File: src/rtl/module_disable_defines.svh
/*
 * Offsets, field positions, reset values and timing counts of the
 * peripheral module disable controller.
 * Assumes inclusion by bare name from the rtl folder; definitions only.
 */
`ifndef MODULE_DISABLE_DEFINES_SVH
`define MODULE_DISABLE_DEFINES_SVH

// ----------------------------------------------------------------------
// Register indexes (byte address is four times the index)
// ----------------------------------------------------------------------
`define MD_CTRL0_IDX 12'h10C
`define MD_CTRL1_IDX 12'h10D

// ----------------------------------------------------------------------
// Reset values and implemented-bit masks
// ----------------------------------------------------------------------
`define MD_CTRL0_RESET 8'h00
`define MD_CTRL1_RESET 8'h00
`define MD_CTRL0_MASK 8'hFF
`define MD_CTRL1_MASK 8'hEF

// ----------------------------------------------------------------------
// Control register 0 fields
// ----------------------------------------------------------------------
`define MD_TIMER_ZERO_OFF_BIT 7
`define MD_CLOCK_REF_OUT_OFF_BIT 6
`define MD_PIN_CHANGE_IRQ_OFF_BIT 5
`define MD_ACTIVE_TUNING_OFF_BIT 4
`define MD_PERIPH_SYSCLK_GATE_BIT 3
`define MD_MEMORY_SCANNER_OFF_BIT 2
`define MD_CHECKSUM_UNIT_OFF_BIT 1
`define MD_NONVOLATILE_ACCESS_OFF_BIT 0

// ----------------------------------------------------------------------
// Control register 1 fields
// ----------------------------------------------------------------------
`define MD_PULSE_WIDTH_ONE_OFF_BIT 7
`define MD_CAPTURE_COMPARE_TWO_OFF_BIT 6
`define MD_CAPTURE_COMPARE_ONE_OFF_BIT 5
`define MD_CTRL1_UNUSED_BIT 4
`define MD_TIMER_FOUR_OFF_BIT 3
`define MD_TIMER_TWO_OFF_BIT 2
`define MD_TIMER_THREE_OFF_BIT 1
`define MD_TIMER_ONE_OFF_BIT 0

// ----------------------------------------------------------------------
// Timing
// ----------------------------------------------------------------------
`define MD_QUARTER_DIV 4
`define MD_QUARTER_LAST 2'h3

`endif

File: src/rtl/module_disable_pkg.sv
/*
 * Types shared by the module disable controller files.
 * Assumes nothing of its surroundings.
 */
package module_disable_pkg;

	typedef enum {SEL_NONE, SEL_CTRL0, SEL_CTRL1} reg_sel_t;

	typedef logic [7:0] ctrl_byte_t;

endpackage

File: src/rtl/module_disable_ctrl.sv
/*
 * Peripheral module disable controller: two APB registers of disable
 * bits, per-peripheral gates, clock network gating and memory blocking.
 * Assumes an APB master on ref_clk_i and peripherals on the same clock.
 */
// Added by the designer: the APB slave port.
`timescale 1ns/1ps

`include "module_disable_defines.svh"

module module_disable_ctrl
	import module_disable_pkg::*;
#(
	parameter int ADDR_W = 12,
	parameter int OUT_W = 4
) (
	input wire logic ref_clk_i,
	input wire logic rst_b_i,
	input wire logic psel_i,
	input wire logic penable_i,
	input wire logic pwrite_i,
	input wire logic [ADDR_W-1:0] paddr_i,
	input wire logic [31:0] pwdata_i,
	input wire logic [3:0] pstrb_i,
	output logic [31:0] prdata_o,
	output logic pready_o,
	output logic pslverr_o,
	input wire logic [15:0] periph_sfr_wr_i,
	input wire logic [16*8-1:0] periph_sfr_rdata_i,
	input wire logic [16*OUT_W-1:0] periph_out_i,
	output logic [15:0] periph_rst_hold_o,
	output logic [15:0] periph_sfr_wr_o,
	output logic [16*8-1:0] periph_sfr_rdata_o,
	output logic [16*OUT_W-1:0] periph_out_o,
	output logic full_rate_clk_en_o,
	output logic quarter_rate_clk_en_o,
	input wire logic nvm_rd_req_i,
	input wire logic nvm_wr_req_i,
	input wire logic memctl_wr_i,
	output logic nvm_rd_req_o,
	output logic nvm_wr_req_o,
	output logic memctl_wr_o
);

	// ------------------------------------------------------------------
	// Address map
	// ------------------------------------------------------------------
	localparam logic [ADDR_W-1:0] CTRL0_ADDR = ADDR_W'(`MD_CTRL0_IDX << 2);
	localparam logic [ADDR_W-1:0] CTRL1_ADDR = ADDR_W'(`MD_CTRL1_IDX << 2);

	ctrl_byte_t module_disable_ctrl_0;
	ctrl_byte_t module_disable_ctrl_1;
	reg_sel_t reg_sel;
	logic access;
	logic wr_done;
	logic [15:0] disable_vec;
	logic [1:0] quarter_cnt;

	// ------------------------------------------------------------------
	// APB decode
	// ------------------------------------------------------------------
	always_comb begin
		if (paddr_i == CTRL0_ADDR) begin
			reg_sel = SEL_CTRL0;
		end else if (paddr_i == CTRL1_ADDR) begin
			reg_sel = SEL_CTRL1;
		end else begin
			reg_sel = SEL_NONE;
		end
	end

	// One wait state: pready rises at the edge that ends the first access cycle
	assign access = psel_i & penable_i;
	assign wr_done = access & pready_o & pwrite_i & pstrb_i[0];

	always_ff @(posedge ref_clk_i or negedge rst_b_i) begin
		if (!rst_b_i) begin
			pready_o <= 1'b0;
		end else begin
			pready_o <= access & ~pready_o;
		end
	end

	always_ff @(posedge ref_clk_i or negedge rst_b_i) begin
		if (!rst_b_i) begin
			pslverr_o <= 1'b0;
		end else begin
			pslverr_o <= access & ~pready_o & (reg_sel == SEL_NONE);
		end
	end

	// Read data is captured with pready so it is stable at the sampling edge
	always_ff @(posedge ref_clk_i or negedge rst_b_i) begin
		if (!rst_b_i) begin
			prdata_o <= 32'h0000_0000;
		end else if (access & ~pready_o & ~pwrite_i) begin
			unique case (reg_sel)
				SEL_CTRL0: prdata_o <= {24'h00_0000, module_disable_ctrl_0};
				SEL_CTRL1: prdata_o <= {24'h00_0000, module_disable_ctrl_1};
				SEL_NONE: prdata_o <= 32'h0000_0000;
			endcase
		end else if (!access) begin
			prdata_o <= 32'h0000_0000;
		end
	end

	// ------------------------------------------------------------------
	// Disable registers
	// ------------------------------------------------------------------
	always_ff @(posedge ref_clk_i or negedge rst_b_i) begin
		if (!rst_b_i) begin
			module_disable_ctrl_0 <= `MD_CTRL0_RESET;
		end else if (wr_done && reg_sel == SEL_CTRL0) begin
			module_disable_ctrl_0 <= pwdata_i[7:0] & `MD_CTRL0_MASK;
		end
	end

	// Bit 4 is masked off by MD_CTRL1_MASK on every write; it always reads zero
	always_ff @(posedge ref_clk_i or negedge rst_b_i) begin
		if (!rst_b_i) begin
			module_disable_ctrl_1 <= `MD_CTRL1_RESET;
		end else if (wr_done && reg_sel == SEL_CTRL1) begin
			module_disable_ctrl_1 <= pwdata_i[7:0] & `MD_CTRL1_MASK;
		end
	end

	// Channel 0..7 from register 0, 8..15 from register 1; 12 never disabled
	assign disable_vec = {module_disable_ctrl_1, module_disable_ctrl_0};

	// ------------------------------------------------------------------
	// Per-peripheral gates
	// ------------------------------------------------------------------
	for (genvar ch = 0; ch < 16; ch++) begin : g_gate
		periph_gate #(
			.OUT_W(OUT_W)
		) u_gate (
			.ref_clk_i(ref_clk_i),
			.rst_b_i(rst_b_i),
			.disable_i(disable_vec[ch]),
			.sfr_wr_i(periph_sfr_wr_i[ch]),
			.sfr_rdata_i(periph_sfr_rdata_i[ch*8 +: 8]),
			.out_i(periph_out_i[ch*OUT_W +: OUT_W]),
			.rst_hold_o(periph_rst_hold_o[ch]),
			.sfr_wr_o(periph_sfr_wr_o[ch]),
			.sfr_rdata_o(periph_sfr_rdata_o[ch*8 +: 8]),
			.out_o(periph_out_o[ch*OUT_W +: OUT_W])
		);
	end

	// ------------------------------------------------------------------
	// Clock network enables
	// ------------------------------------------------------------------
	// A set bit means gated; the opposite wording in the note is ignored
	always_ff @(posedge ref_clk_i or negedge rst_b_i) begin
		if (!rst_b_i) begin
			full_rate_clk_en_o <= 1'b1;
		end else begin
			full_rate_clk_en_o <= ~module_disable_ctrl_0[`MD_PERIPH_SYSCLK_GATE_BIT];
		end
	end

	// Quarter-rate divider free-runs, independent of the gate bit
	always_ff @(posedge ref_clk_i or negedge rst_b_i) begin
		if (!rst_b_i) begin
			quarter_cnt <= 2'h0;
		end else begin
			quarter_cnt <= quarter_cnt + 2'h1;
		end
	end

	always_ff @(posedge ref_clk_i or negedge rst_b_i) begin
		if (!rst_b_i) begin
			quarter_rate_clk_en_o <= 1'b0;
		end else begin
			quarter_rate_clk_en_o <= (quarter_cnt == `MD_QUARTER_LAST);
		end
	end

	// ------------------------------------------------------------------
	// Non-volatile memory blocking
	// ------------------------------------------------------------------
	always_ff @(posedge ref_clk_i or negedge rst_b_i) begin
		if (!rst_b_i) begin
			nvm_rd_req_o <= 1'b0;
			nvm_wr_req_o <= 1'b0;
			memctl_wr_o <= 1'b0;
		end else begin
			nvm_rd_req_o <= nvm_rd_req_i & ~module_disable_ctrl_0[`MD_NONVOLATILE_ACCESS_OFF_BIT];
			nvm_wr_req_o <= nvm_wr_req_i & ~module_disable_ctrl_0[`MD_NONVOLATILE_ACCESS_OFF_BIT];
			memctl_wr_o <= memctl_wr_i & ~module_disable_ctrl_0[`MD_NONVOLATILE_ACCESS_OFF_BIT];
		end
	end
endmodule

File: src/rtl/periph_gate.sv
/*
 * One peripheral's gate: reset hold, register access blanking and
 * output forcing, all driven by that peripheral's disable bit.
 * Assumes the peripheral's signals are on the same clock.
 */
`timescale 1ns/1ps

module periph_gate
	import module_disable_pkg::*;
#(
	parameter int OUT_W = 4
) (
	input wire logic ref_clk_i,
	input wire logic rst_b_i,
	input wire logic disable_i,
	input wire logic sfr_wr_i,
	input wire ctrl_byte_t sfr_rdata_i,
	input wire logic [OUT_W-1:0] out_i,
	output logic rst_hold_o,
	output logic sfr_wr_o,
	output ctrl_byte_t sfr_rdata_o,
	output logic [OUT_W-1:0] out_o
);

	// Reset hold follows the bit one edge later
	always_ff @(posedge ref_clk_i or negedge rst_b_i) begin
		if (!rst_b_i) begin
			rst_hold_o <= 1'b0;
		end else begin
			rst_hold_o <= disable_i;
		end
	end

	always_ff @(posedge ref_clk_i or negedge rst_b_i) begin
		if (!rst_b_i) begin
			sfr_wr_o <= 1'b0;
			sfr_rdata_o <= 8'h00;
		end else begin
			sfr_wr_o <= sfr_wr_i & ~disable_i;
			sfr_rdata_o <= disable_i ? 8'h00 : sfr_rdata_i;
		end
	end

	always_ff @(posedge ref_clk_i or negedge rst_b_i) begin
		if (!rst_b_i) begin
			out_o <= '0;
		end else begin
			out_o <= disable_i ? '0 : out_i;
		end
	end

endmodule

File: config.mk
export PLATFORM = sky130hd
export DESIGN_NAME = module_disable_ctrl
export DESIGN_NICKNAME = d
export VERILOG_FILES = /design/src/rtl/module_disable_pkg.sv /design/src/rtl/module_disable_ctrl.sv /design/src/rtl/periph_gate.sv
export VERILOG_INCLUDE_DIRS = /design/src /design/src/rtl
export SDC_FILE = /design/constraint.sdc
export NUM_CORES = 1
export LEC_CHECK = 0
export ABC_AREA = 1
export ABC_CLOCK_PERIOD_IN_PS = 1500
export BUFFER_PORTS_ARGS = -buffer_cell sky130_fd_sc_hd__buf_2
export CORE_AREA = 2 2 202 204
export CTS_CLUSTER_DIAMETER = 100
export DETAILED_ROUTE_END_ITERATION = 8
export DIE_AREA = 0 0 204 206
export PLACE_DENSITY = 0.54
export SKIP_LAST_GASP = 1
export SYNTH_ARGS = -nofsm -noshare
export SYNTH_HDL_FRONTEND = slang
export SYNTH_HIERARCHICAL = 1
export SYNTH_SLANG_ARGS = --single-unit
File: constraint.sdc
create_clock -name ref_clk_i -period 1.5 [get_ports ref_clk_i]
set_input_delay 0.225 -clock ref_clk_i [delete_from_list [all_inputs] [get_ports ref_clk_i]]
set_output_delay 0.225 -clock ref_clk_i [all_outputs]
set_load 0.01 [all_outputs]
==> results of run 1 <==
[state kept, by name (all words and copies together) (netlist names)]
signal and cells:
g_gate.u_gate/sfr_rdata_o 128, g_gate.u_gate/out_o 64, g_gate.u_gate/rst_hold_o 16, g_gate.u_gate/sfr_wr_o 16
module_disable_ctrl_0 8, prdata_o 8, module_disable_ctrl_1 7, quarter_cnt 2
full_rate_clk_en_o 1, memctl_wr_o 1, nvm_rd_req_o 1, nvm_wr_req_o 1
pready_o 1, pslverr_o 1, quarter_rate_clk_en_o 1
[stage by stage]
stage          setup WS, ns  hold slack, ns  area [um2]  util (%)
3_5_place_dp         0.1639          0.1827       12090     30.08
5_1_grt             0.01759         0.03366       15390     38.30
3_3_place_gp         0.1981          0.1840       12090     30.08
6_report            0.06490         0.04175       15390     38.30
4_1_cts            0.008591         0.02303       15380     38.29
2_1_floorplan        0.3247        -0.07059        9159         -
[kinds of logic (layout without fill, tap and decap cells)]
family / Yosys count / in the layout
compound gates: 15 / 15
fa+ha+maj: 1 / 1
buf+inv: 271 / 1006
flops: 256 / 256
other cells: 1 / 31
simple gates: 303 / 303
[cell usage after synthesis]
master	count
dfrtp_1	255
inv_1	225
nor2_1	215
nand2_1	52
buf_4	25
buf_6	17
nand3_1	15
o21ai_2	7
nand2_2	6
inv_2	4
nor2_2	4
o21ai_0	4
o21ai_1	4
nor2_8	3
nand2_4	2
conb_1	1
dfstp_2	1
ha_1	1
nand3_2	1
nand3_4	1
nand4_1	1
nor2_4	1
nor3_4	1
or2_1	1
[worst register-to-register path: cells and delay by family, from the launching register on]
family / cells / cell delay, ns
and+or+nand+nor: 3 / 0.42
DFF: 1 / 0.41
AOI/OAI and AO/OA: 1 / 0.11
buffers and inverters: 1 / 0.12
[cell type report]
type,instances,area [um2]
Timing Repair Buffer,724,4845
Inverter,229,859.6
Clock inverter,14,259.0
Multi-Input combinational cell,348,1513
Sequential cell,256,6409
Tap cell,532,665.6
Clock buffer,39,835.8
Fill cell,3918,24790
Antenna cell,2,5.005
[power groups by stage]
stage	registers (mW)	clock network (mW)	logic, mW
after floorplan	7.53	0	0.315
after global placement	7.37	0	1.28
after detailed placement	7.37	0	1.29
after CTS	7.25	8.25	1.75
after global routing	7.27	8.55	1.92
final	7.25	7.98	1.74
[per-layer routing]
| metal | vias up | global-route usage (%) |
|---|---|---|
| met5 | - | 0 |
| met1 | 3693 | 14.56 |
| li1 | 3804 | - |
| met4 | 4 | 4.943 |
| met3 | 58 | 3.295 |
| met2 | 326 | 25.06 |
[layout by cell type, fill, tap and decap left out, types with 7 or more instances in the layout]
master and n:
bufinv_16 7, buf_2 474, nand3_1 15, nand2_1 52
clkbuf_16 31, nor2_1 215, buf_4 26, dlygate4sd3_1 220
inv_1 225, dfrtp_1 254, o21ai_2 7, conb_1 29
[how the worst min path moves through the flow]
stage,from,end,slack (ns),cells past startpoint
after floorplan,rst_b_i,g_gate[0].u_gate/out_o[0],-0.07,0
after global placement,rst_b_i,g_gate[11].u_gate/sfr_rdata_o[5],0.18,1
after global routing,penable_i,pready_o,0.03,3
after detailed placement,rst_b_i,g_gate[1].u_gate/sfr_rdata_o[7],0.18,1
final,penable_i,pready_o,0.04,3
after CTS,penable_i,pready_o,0.02,3
[what timing repair did]
action                                 in CTS  in global routing
gates resized for setup                     0                  1
hold buffers                              220                  0
endpoints found under the hold margin     475                  0
setup endpoints to repair                   0                  1
==> metrics.md, run 1 <==
| Metric | Value |
|---|---|
| Outcome | `complete, no violations` |
| Pin count of the biggest net entering global routing | `48` |
| WP data required | `between 1 and 1.5 ns` |
| Sequential share of power | `around 43%` |
| DRT iter0 DRCs | `~220` |
| Worst-Skew Late Latency | `0.56 ns` |
| Power, Total | `roughly 17 mW` |
| Leak | `between 8 and 9 nW` |
| Clk pwr share | `around 47%` |
| Worst reg2reg path endpoint | `module_disable_ctrl_0[3]` |
| Cell family with most CP delay | `flip-flops` |
| Nets | `between 1.5k and 2k` |
| GP Congestion | `0.8218` |
| Chip height | `roughly 210 um` |
| CTS tree | `built` |
| Avg Vias per Cell | `roughly 3.7` |
| Clk buf depth | `3` |
| GRT Resource Usage Total | `around 13%` |
| M1 WL | `between 10 and 15 mm` |
| Buffers & Inverters on Critical Path | `1` |
| Total gr overflow | `0` |
| # DRC | `0` |
| WL met3 | `roughly 2.1 mm` |
| R2r startpoint | `pready_o` |
| Top cell type's share of synthesized area | `70.48%` |
| Vias in the first global route | `around 8.2k` |
| Syn. warnings | `6` |
| Hold Crit Class | `in2reg` |
| CTS Buf Count | `31` |
| Synth Area in Adders | `0.1382%` |
| VDD IR max | `roughly 0.8 mV` |
| Arrival time at the worst endpoint | `about 1.2 ns` |
| Clock Skews | `~0.011 ns` |
| Type of origin of the critical path | `register` |
| Combinational power share | `10.3%` |
| Max-cap violation count | `0` |
| Compound-gate portion of the synthesized area | `roughly 1.1%` |
| Final setup viols | `0` |
| H-tree depth | `1` |
| RSZ-0062 raised after global routing | `false` |
| Post-synthesis xor/xnor area fraction | `0%` |
| Critical Path Source | `full_rate_clk_en_o` |
| P per Cell Area | `between 1000 and 1500 nW/um2` |
| Crit share post-route | `a little over nine tenths` |
| Syn Inst Count | `around 850` |
| Synth area leaders | `dfrtp_1, inv_1, nor2_1, nand2_1, buf_6` |
| Root Driver | `clkbuf_16` |
| Drt wl/cell | `13.80 um` |
| Die area | `about 42000 um2` |
| Internal power | `between 10 and 15 mW` |
| Area leader, netlist | `dfrtp_1` |
| Layout cells sized above 1 | `36.27%` |
| Critical path, cell by cell | `buf_2` |
| Switch share | `approximately 22%` |
| Met2 WL | `approximately 15 mm` |
| Avg Cell Area, Syn | `~11 um2` |
| Switching power | `3.774 mW` |
| Crit path depth | `1` |
| Initial Utilization | `22.53%` |
| Highest metal used | `met5` |
| Slowest cell on crit path | `dfstp_2` |
| Clock-pin slew on the worst setup and hold paths | `0.06 ns` |
| Register area share after synthesis | `70.77%` |
| DRT Pass-1 Iters | `4` |
| Post-CTS Setup Inserts | `0` |
| Largest family of logic cells by synthesized area | `simple AND/OR/NAND/NOR gates` |
| Fin. max-slew vios | `0` |
| Detailed Route WL | `about 30 mm` |
| Crit-path max cell delay | `just over 0.5 ns` |
| Die width | `between 200 and 250 um` |
| Crit path max fanout | `1` |
| Site Rows | `between 70 and 80` |
| Setup TNS | `0 ns` |
| Std-Cell Core Area | `40180 um2` |
| CP Capture Type | `primary output` |
| Crit path kind | `reg2out` |
| Finished Layout Cells | `approximately 2.1k` |
| Dpl cells | `about 1.9k` |
| Antenna Nets Post-Route | `0` |
| I/O pins | `about 530` |
| CTS Sinks | `256` |
| Reg2Reg Setup Slack | `approximately 0.31 ns` |
| Area growth from synthesis to final layout | `70.00%` |
| First-pass GRT wire length | `about 43 mm` |
| Max Fclk | `around 700 MHz` |
| Worst setup path end | `full_rate_clk_en_o` |
| Post-synthesis cell type count | `24` |
| Post-DP HPWL | `21.18 mm` |
| Synth Area in Simple Gates | `14.25%` |
| FF+latch count, synth | `256` |
| Buffers on Ports | `approximately 480` |
| Cell Area, Synth | `just over 9000 um2` |
| Final worst path period need | `approximately 1.4 ns` |
| Initial antenna violation count | `4` |
| Vias post-DR | `7885` |
| R2R depth | `5` |
| Hold Vio Cnt, Final | `0` |
| Mux contribution to synthesized area | `0%` |
(Power assumes the default switching activity.)
==> run 2: changes to the inputs <==
- REMOVE_ABC_BUFFERS: not set -> 1
==> run 2 against run 1 <==
Maximum frequency decreased by 4.3%. Sequential share of layout area is 0.060 points higher. Combinational power about the same. Register-to-register slack worse by 0.07 ns. Hold slack improved by 0.0065 ns. First-iteration DRC count is 7.1% higher. Via count is 0.57% higher. Utilization fell by 0.062 points. Critical path depth stayed put. Die area unchanged. Critical path type unchanged.
==> metrics.md, run 2 (synthesis gave the netlist of run 1 again) <==
| Metric | Value |
|---|---|
| Outcome | `complete, no violations` |
| RSZ-0062 raised after global routing | `true` |
| Clock-pin slew on the worst setup and hold paths | `0.06 ns` |
| Clock Skews | `~0.0050 ns` |
| Critical path, cell by cell | `buf_6` |
| CTS Buf Count | `29` |
| Reg2Reg Setup Slack | `~0.24 ns` |
| Layout cells sized above 1 | `between 30% and 40%` |
| Buffers on Ports | `around 480` |
| CTS Sinks | `~260` |
| Antenna Nets Post-Route | `0` |
| Leak | `a little under 9 nW` |
| Crit path depth | `1` |
| Setup TNS | `0 ns` |
| Crit-path max cell delay | `0.59 ns` |
| Hold Crit Class | `in2reg` |
| Worst slack at placement | `0.1739 ns` |
| Worst reg2reg path endpoint | `module_disable_ctrl_1[1]` |
| Root Driver | `clkbuf_16` |
| DRT Pass-1 Iters | `5` |
| Max Fclk | `around 670 MHz` |
| Pin count of the biggest net entering global routing | `46` |
| Final WS setup | `approximately 0.00098 ns` |
| Clk buf depth | `3` |
| Nets | `about 1.9k` |
| VDD IR max | `between 0.8 and 0.9 mV` |
| R2r startpoint | `pready_o` |
| Crit share post-route | `99.93%` |
| Crit path kind | `reg2out` |
| H-tree depth | `1` |
| Chip height | `206 um` |
| Initial antenna violation count | `4` |
| Vias post-DR | `just under 8k` |
| Buffers & Inverters on Critical Path | `1` |
| Drt wl/cell | `around 14 um` |
| Max-cap violation count | `0` |
| Crit path max fanout | `1` |
| DRT iter0 DRCs | `240` |
| Final worst path period need | `between 1 and 1.5 ns` |
| GRT Resource Usage Total | `between 10% and 20%` |
| Worst-Skew Late Latency | `between 0.5 and 0.6 ns` |
| Most frequent cells in the layout | `buf_2, dfrtp_1, inv_1` |
| Arrival time at the worst endpoint | `between 1 and 1.5 ns` |
| WP data required | `about 1.3 ns` |
| Site Rows | `between 70 and 80` |
| Area growth from synthesis to final layout | `69.72%` |
| Final setup viols | `0` |
| Biggest register | `g_gate.u_gate/sfr_rdata_o` |
| P per Cell Area | `~1100 nW/um2` |
| Die width | `just over 200 um` |
| Vias in the first global route | `about 8.3k` |
| Critical Path Source | `full_rate_clk_en_o` |
| Largest regs | `g_gate.u_gate/sfr_rdata_o: 128 flops, g_gate.u_gate/out_o: 64 flops` |
| GP Congestion | `approximately 0.81` |
| Detailed Route WL | `29.58 mm` |
| Die area | `approximately 42000 um2` |
| Cell family with most CP delay | `flip-flops` |
| Max reg flops | `roughly 130` |
| Fin. max-slew vios | `0` |
| Power, Total | `approximately 17 mW` |
| Std-Cell Core Area | `roughly 40000 um2` |
| Post-DP HPWL | `around 21 mm` |
| CP Capture Type | `primary output` |
| R2R depth | `5` |
| Hold Vio Cnt, Final | `0` |
| Avg Vias per Cell | `around 3.7` |
| Slowest cell on crit path | `dfstp_2` |
| Fill cell total of the finished layout | `3933` |
| Commonest non-fill, non-tap cell in the layout | `buf_2` |
| Initial Utilization | `a little under a quarter` |
| Total gr overflow | `0` |
| I/O pins | `around 530` |
| # DRC | `0` |
| Type of origin of the critical path | `register` |
| Worst setup path end | `full_rate_clk_en_o` |
| First-pass GRT wire length | `roughly 44 mm` |
| CTS tree | `built` |
## run 2: routing by layer
| metal | global-route usage [%] | vias to the layer above | wire, um |
|---|---|---|---|
| met5 | 0 | - | 0 |
| met4 | 4.995 | 0 | 960 |
| met2 | 24.14 | 342 | 14790 |
| li1 | - | 3807 | - |
| met3 | 3.705 | 58 | 2368 |
| met1 | 15.12 | 3723 | 11460 |
## run 2: repair_timing
item | 4_1_cts | 5_1_grt
setup endpoints to repair | 1 | 1
gates resized for setup | 1 | 0
buffers inserted | 0 | 0
hold buffers | 220 | 0
endpoints found under the hold margin | 430 | 0
## run 2: cell type report
cell class | count | area, um2 | share of cell area (%)
flip-flops and latches | 256 | 6407 | 41.70
repair buffers | 726 | 4866 | 31.67
multi-input cells | 348 | 1513 | 9.844
inverters | 229 | 859.6 | 5.594
clock buffers | 39 | 843.3 | 5.488
well taps | 532 | 665.6 | 4.332
clock inverters | 13 | 201.4 | 1.311
diodes | 4 | 10.01 | 0.06514
## run 2: power by group
group	total, mW	internal (mW)	switching (mW)
Clock	7.62	4.78	2.84
Combinational	1.74	0.913	0.827
Sequential	7.26	7.18	0.0756
Total	16.6	12.9	3.74
## run 2: worst min-delay path by stage
stage,startpoint,to,slack (ns),cells after the start
2_1_floorplan,rst_b_i,g_gate[0].u_gate/out_o[0],-0.07,0
3_3_place_gp,rst_b_i,g_gate[0].u_gate/rst_hold_o,0.18,1
3_5_place_dp,rst_b_i,g_gate[0].u_gate/rst_hold_o,0.18,1
4_1_cts,psel_i,pready_o,0.03,3
5_1_grt,penable_i,pready_o,0.06,3
6_report,penable_i,pready_o,0.05,3
## run 2: per-stage QoR
step,utilization [%],instance area (um2),hold WS [ns],cells
final,38.24,15370,0.04824,2147
after global routing,38.23,15360,0.06319,2146
after CTS,38.21,15360,0.02726,2143
after detailed placement,30.12,12100,0.1766,1871
after global placement,30.12,12100,0.1794,1871
after floorplan,-,8780,-0.07059,833
==> run 3: changes to the inputs <==
- CORE_AREA: 2 2 202 204 -> 2 2 206 208
- CTS_BUF_LIST: not set -> sky130_fd_sc_hd__clkbuf_8
- DIE_AREA: 0 0 204 206 -> 0 0 208 210
- PLACE_DENSITY: 0.54 -> 0.53
==> run 3 against run 2 <==
Sequential share of layout area is 0.065 points higher. Non-clock buffer count is the same. Critical path type is now in2reg. Die area rose by 3.9%. Wire length rose by 3.5%. Clock skew rose by 0.0095 ns. Clock-buffer cell count grew 17. Setup slack gained 0.060 ns. Largest cell class unchanged. Maximum frequency is 4.2% higher. Final cell count increased by 1.8%. Sequential power about the same. Hold slack improved by 0.043 ns. Clock power decreased by 7.9%.
==> metrics.md, run 3 (synthesis gave the netlist of run 1 again) <==
| Metric | Value |
|---|---|
| GP Congestion | `approximately 0.79` |
| RSZ-0062 raised after global routing | `true` |
| Pin count of the biggest net entering global routing | `70` |
| GRT Max-Usage Layer | `met2` |
| Buffers on Ports | `475` |
| Finished Layout Cells | `~2.2k` |
| DRT Pass-1 Iters | `4` |
| Cell repeated most along the worst path | `dlygate4sd3_1` |
| Std-Cell Core Area | `41480 um2` |
| CTS Buf Count | `46` |
| Site Rows | `75` |
| Reg area | `6407 um2` |
| Crit path kind | `in2reg` |
| Initial antenna violation count | `4` |
| Max-cap violation count | `0` |
| Layout cells sized above 1 | `a little under two fifths` |
| Avg Vias per Cell | `between 3 and 4` |
| DRT iter0 DRCs | `around 300` |
| Power, Total | `between 15 and 20 mW` |
| Largest regs | `g_gate.u_gate/sfr_rdata_o: 128 flops, g_gate.u_gate/out_o: 64 flops` |
| Buffers & Inverters on Critical Path | `4` |
| H-tree depth | `2` |
| Cell family with most CP delay | `buffers and inverters` |
| R2R depth | `7` |
| Clk pwr share | `a little over two fifths` |
| VDD IR max | `approximately 0.6 mV` |
| Critical path, cell by cell | `dlygate4sd3_1, buf_2, nand2_2, dlygate4sd3_1, nor2_1, nand3_1, inv_1` |
| I/O pins | `approximately 530` |
| Drt wl/cell | `between 10 and 15 um` |
| GRT Resource Usage Total | `~14%` |
| Type of origin of the critical path | `input pin` |
| Leak | `8.898 nW` |
| Worst-Skew Late Latency | `between 0.5 and 0.6 ns` |
| P per Cell Area | `about 1000 nW/um2` |
| Area growth from synthesis to final layout | `69.46%` |
| Final worst path period need | `1.439 ns` |
| # DRC | `0` |
| Nets | `1872` |
| Combinational power share | `11.0%` |
| Crit path max fanout | `4` |
| Clk buf depth | `3` |
| Die width | `about 210 um` |
| Clock-pin slew on the worst setup and hold paths | `roughly 0.06 ns` |
| Vias in the first global route | `8612` |
| Reg2Reg Setup Slack | `roughly 0.24 ns` |
| Fin. max-slew vios | `0` |
| R2r startpoint | `pready_o` |
| Crit-path max cell delay | `approximately 0.61 ns` |
| WP data required | `2.03 ns` |
| Antenna Nets Post-Route | `0` |
| Initial Utilization | `~22%` |
| Area occupied by multi-input gates | `between 1500 and 2000 um2` |
| Crit share post-route | `approximately 96%` |
| M2 GR Usage | `24.46%` |
| Die area | `43680 um2` |
| Switch share | `24.13%` |
| Switching power | `between 3 and 4 mW` |
| Commonest non-fill, non-tap cell in the layout | `buf_2` |
| CTS tree | `built` |
| First-pass GRT wire length | `between 40 and 50 mm` |
| Slowest cell on crit path | `dlygate4sd3_1` |
| Most frequent cells in the layout | `buf_2, dfrtp_1, inv_1` |
| GR met1 Demand/Resource | `15.01%` |
| CTS Sinks | `256` |
| Final setup viols | `0` |
| Biggest register | `g_gate.u_gate/sfr_rdata_o` |
| Root Driver | `clkbuf_8` |
| Met3 GRT Util | `4.574%` |
| Total gr overflow | `0` |
| Arrival time at the worst endpoint | `1.97 ns` |
| Hold Vio Cnt, Final | `0` |
| Chip height | `210 um` |
| Max reg flops | `128` |
| Sequential share of power | `45.3%` |
| Vias post-DR | `roughly 8k` |
| Fill cell total of the finished layout | `4083` |
| Clock Skews | `between 0.01 and 0.015 ns` |
| Worst reg2reg path endpoint | `module_disable_ctrl_0[3]` |
| Internal power | `roughly 12 mW` |
| Hold Crit Class | `in2async` |
| CP Capture Type | `register` |
| Max Fclk | `between 600 and 700 MHz` |
| Detailed Route WL | `between 30 and 40 mm` |
| Outcome | `complete, no violations` |
| Post-DP HPWL | `between 20 and 25 mm` |
| Dpl cells | `1875` |
[run 3: cell types whose count changed in the layout (fill, tap and decap cells not counted), moves of 3 or more]
cell,before,now
clkbuf_16,29,0
buf_4,28,25
inv_1,225,240
clkbuf_8,8,56
inv_6,3,0
[run 3: area by class of cell]
class,instances,share of cell area (%)
multi-input cells,348,9.860
diodes,5,0.08155
repair buffers,726,31.83
clock inverters,27,1.443
clock buffers,56,5.024
flip-flops and latches,256,41.76
inverters,229,5.603
well taps,539,4.396
[run 3: metal layers]
metal,wire length (um),part of all wire (%)
met4,1187,3.9
met5,0,0
met1,11880,39
met3,2249,7.3
met2,15310,50
[run 3: what timing repair did]
action                                 in CTS  in global routing
setup buffers                               1                  0
gates cloned                                0                  0
endpoints found under the hold margin     483                  0
gates resized for setup                     1                  1
hold buffers                              222                  0
setup endpoints to repair                   2                  1
[run 3: per-stage QoR]
step                utilization (%)  worst slack (ns)   TNS (ns)  hold WS, ns  area (um2)
global route                  36.98         -0.005915  -0.005915      0.04153       15340
global placement              29.18            0.1250          0       0.1049       12100
finish                        36.99           0.06086          0      0.09137       15340
floorplan                         -            0.3237          0     -0.07059        8780
CTS                           36.95          -0.02615   -0.02615      0.02161       15330
detailed placement            29.18           0.08335          0       0.1043       12100
[run 3: power groups by stage]
stage | sequential [mW] | clock, mW | combinational [mW]
2_1_floorplan | 7.53 | 0 | 0.264
3_3_place_gp | 7.37 | 0 | 1.29
3_5_place_dp | 7.38 | 0 | 1.31
4_1_cts | 7.26 | 7.36 | 1.77
5_1_grt | 7.28 | 7.68 | 1.94
6_report | 7.26 | 7.02 | 1.76
[run 3: worst max path at each step]
stage          slack [ns]                  endpoint               start  cells past startpoint
2_1_floorplan        0.32  module_disable_ctrl_1[1]            pready_o                      5
4_1_cts             -0.03        full_rate_clk_en_o  full_rate_clk_en_o                      1
3_3_place_gp         0.12  module_disable_ctrl_0[5]         paddr_i[10]                      8
3_5_place_dp         0.08  module_disable_ctrl_0[3]         paddr_i[10]                      8
6_report             0.06                 pslverr_o              psel_i                      7
5_1_grt            -0.006        full_rate_clk_en_o  full_rate_clk_en_o                      1
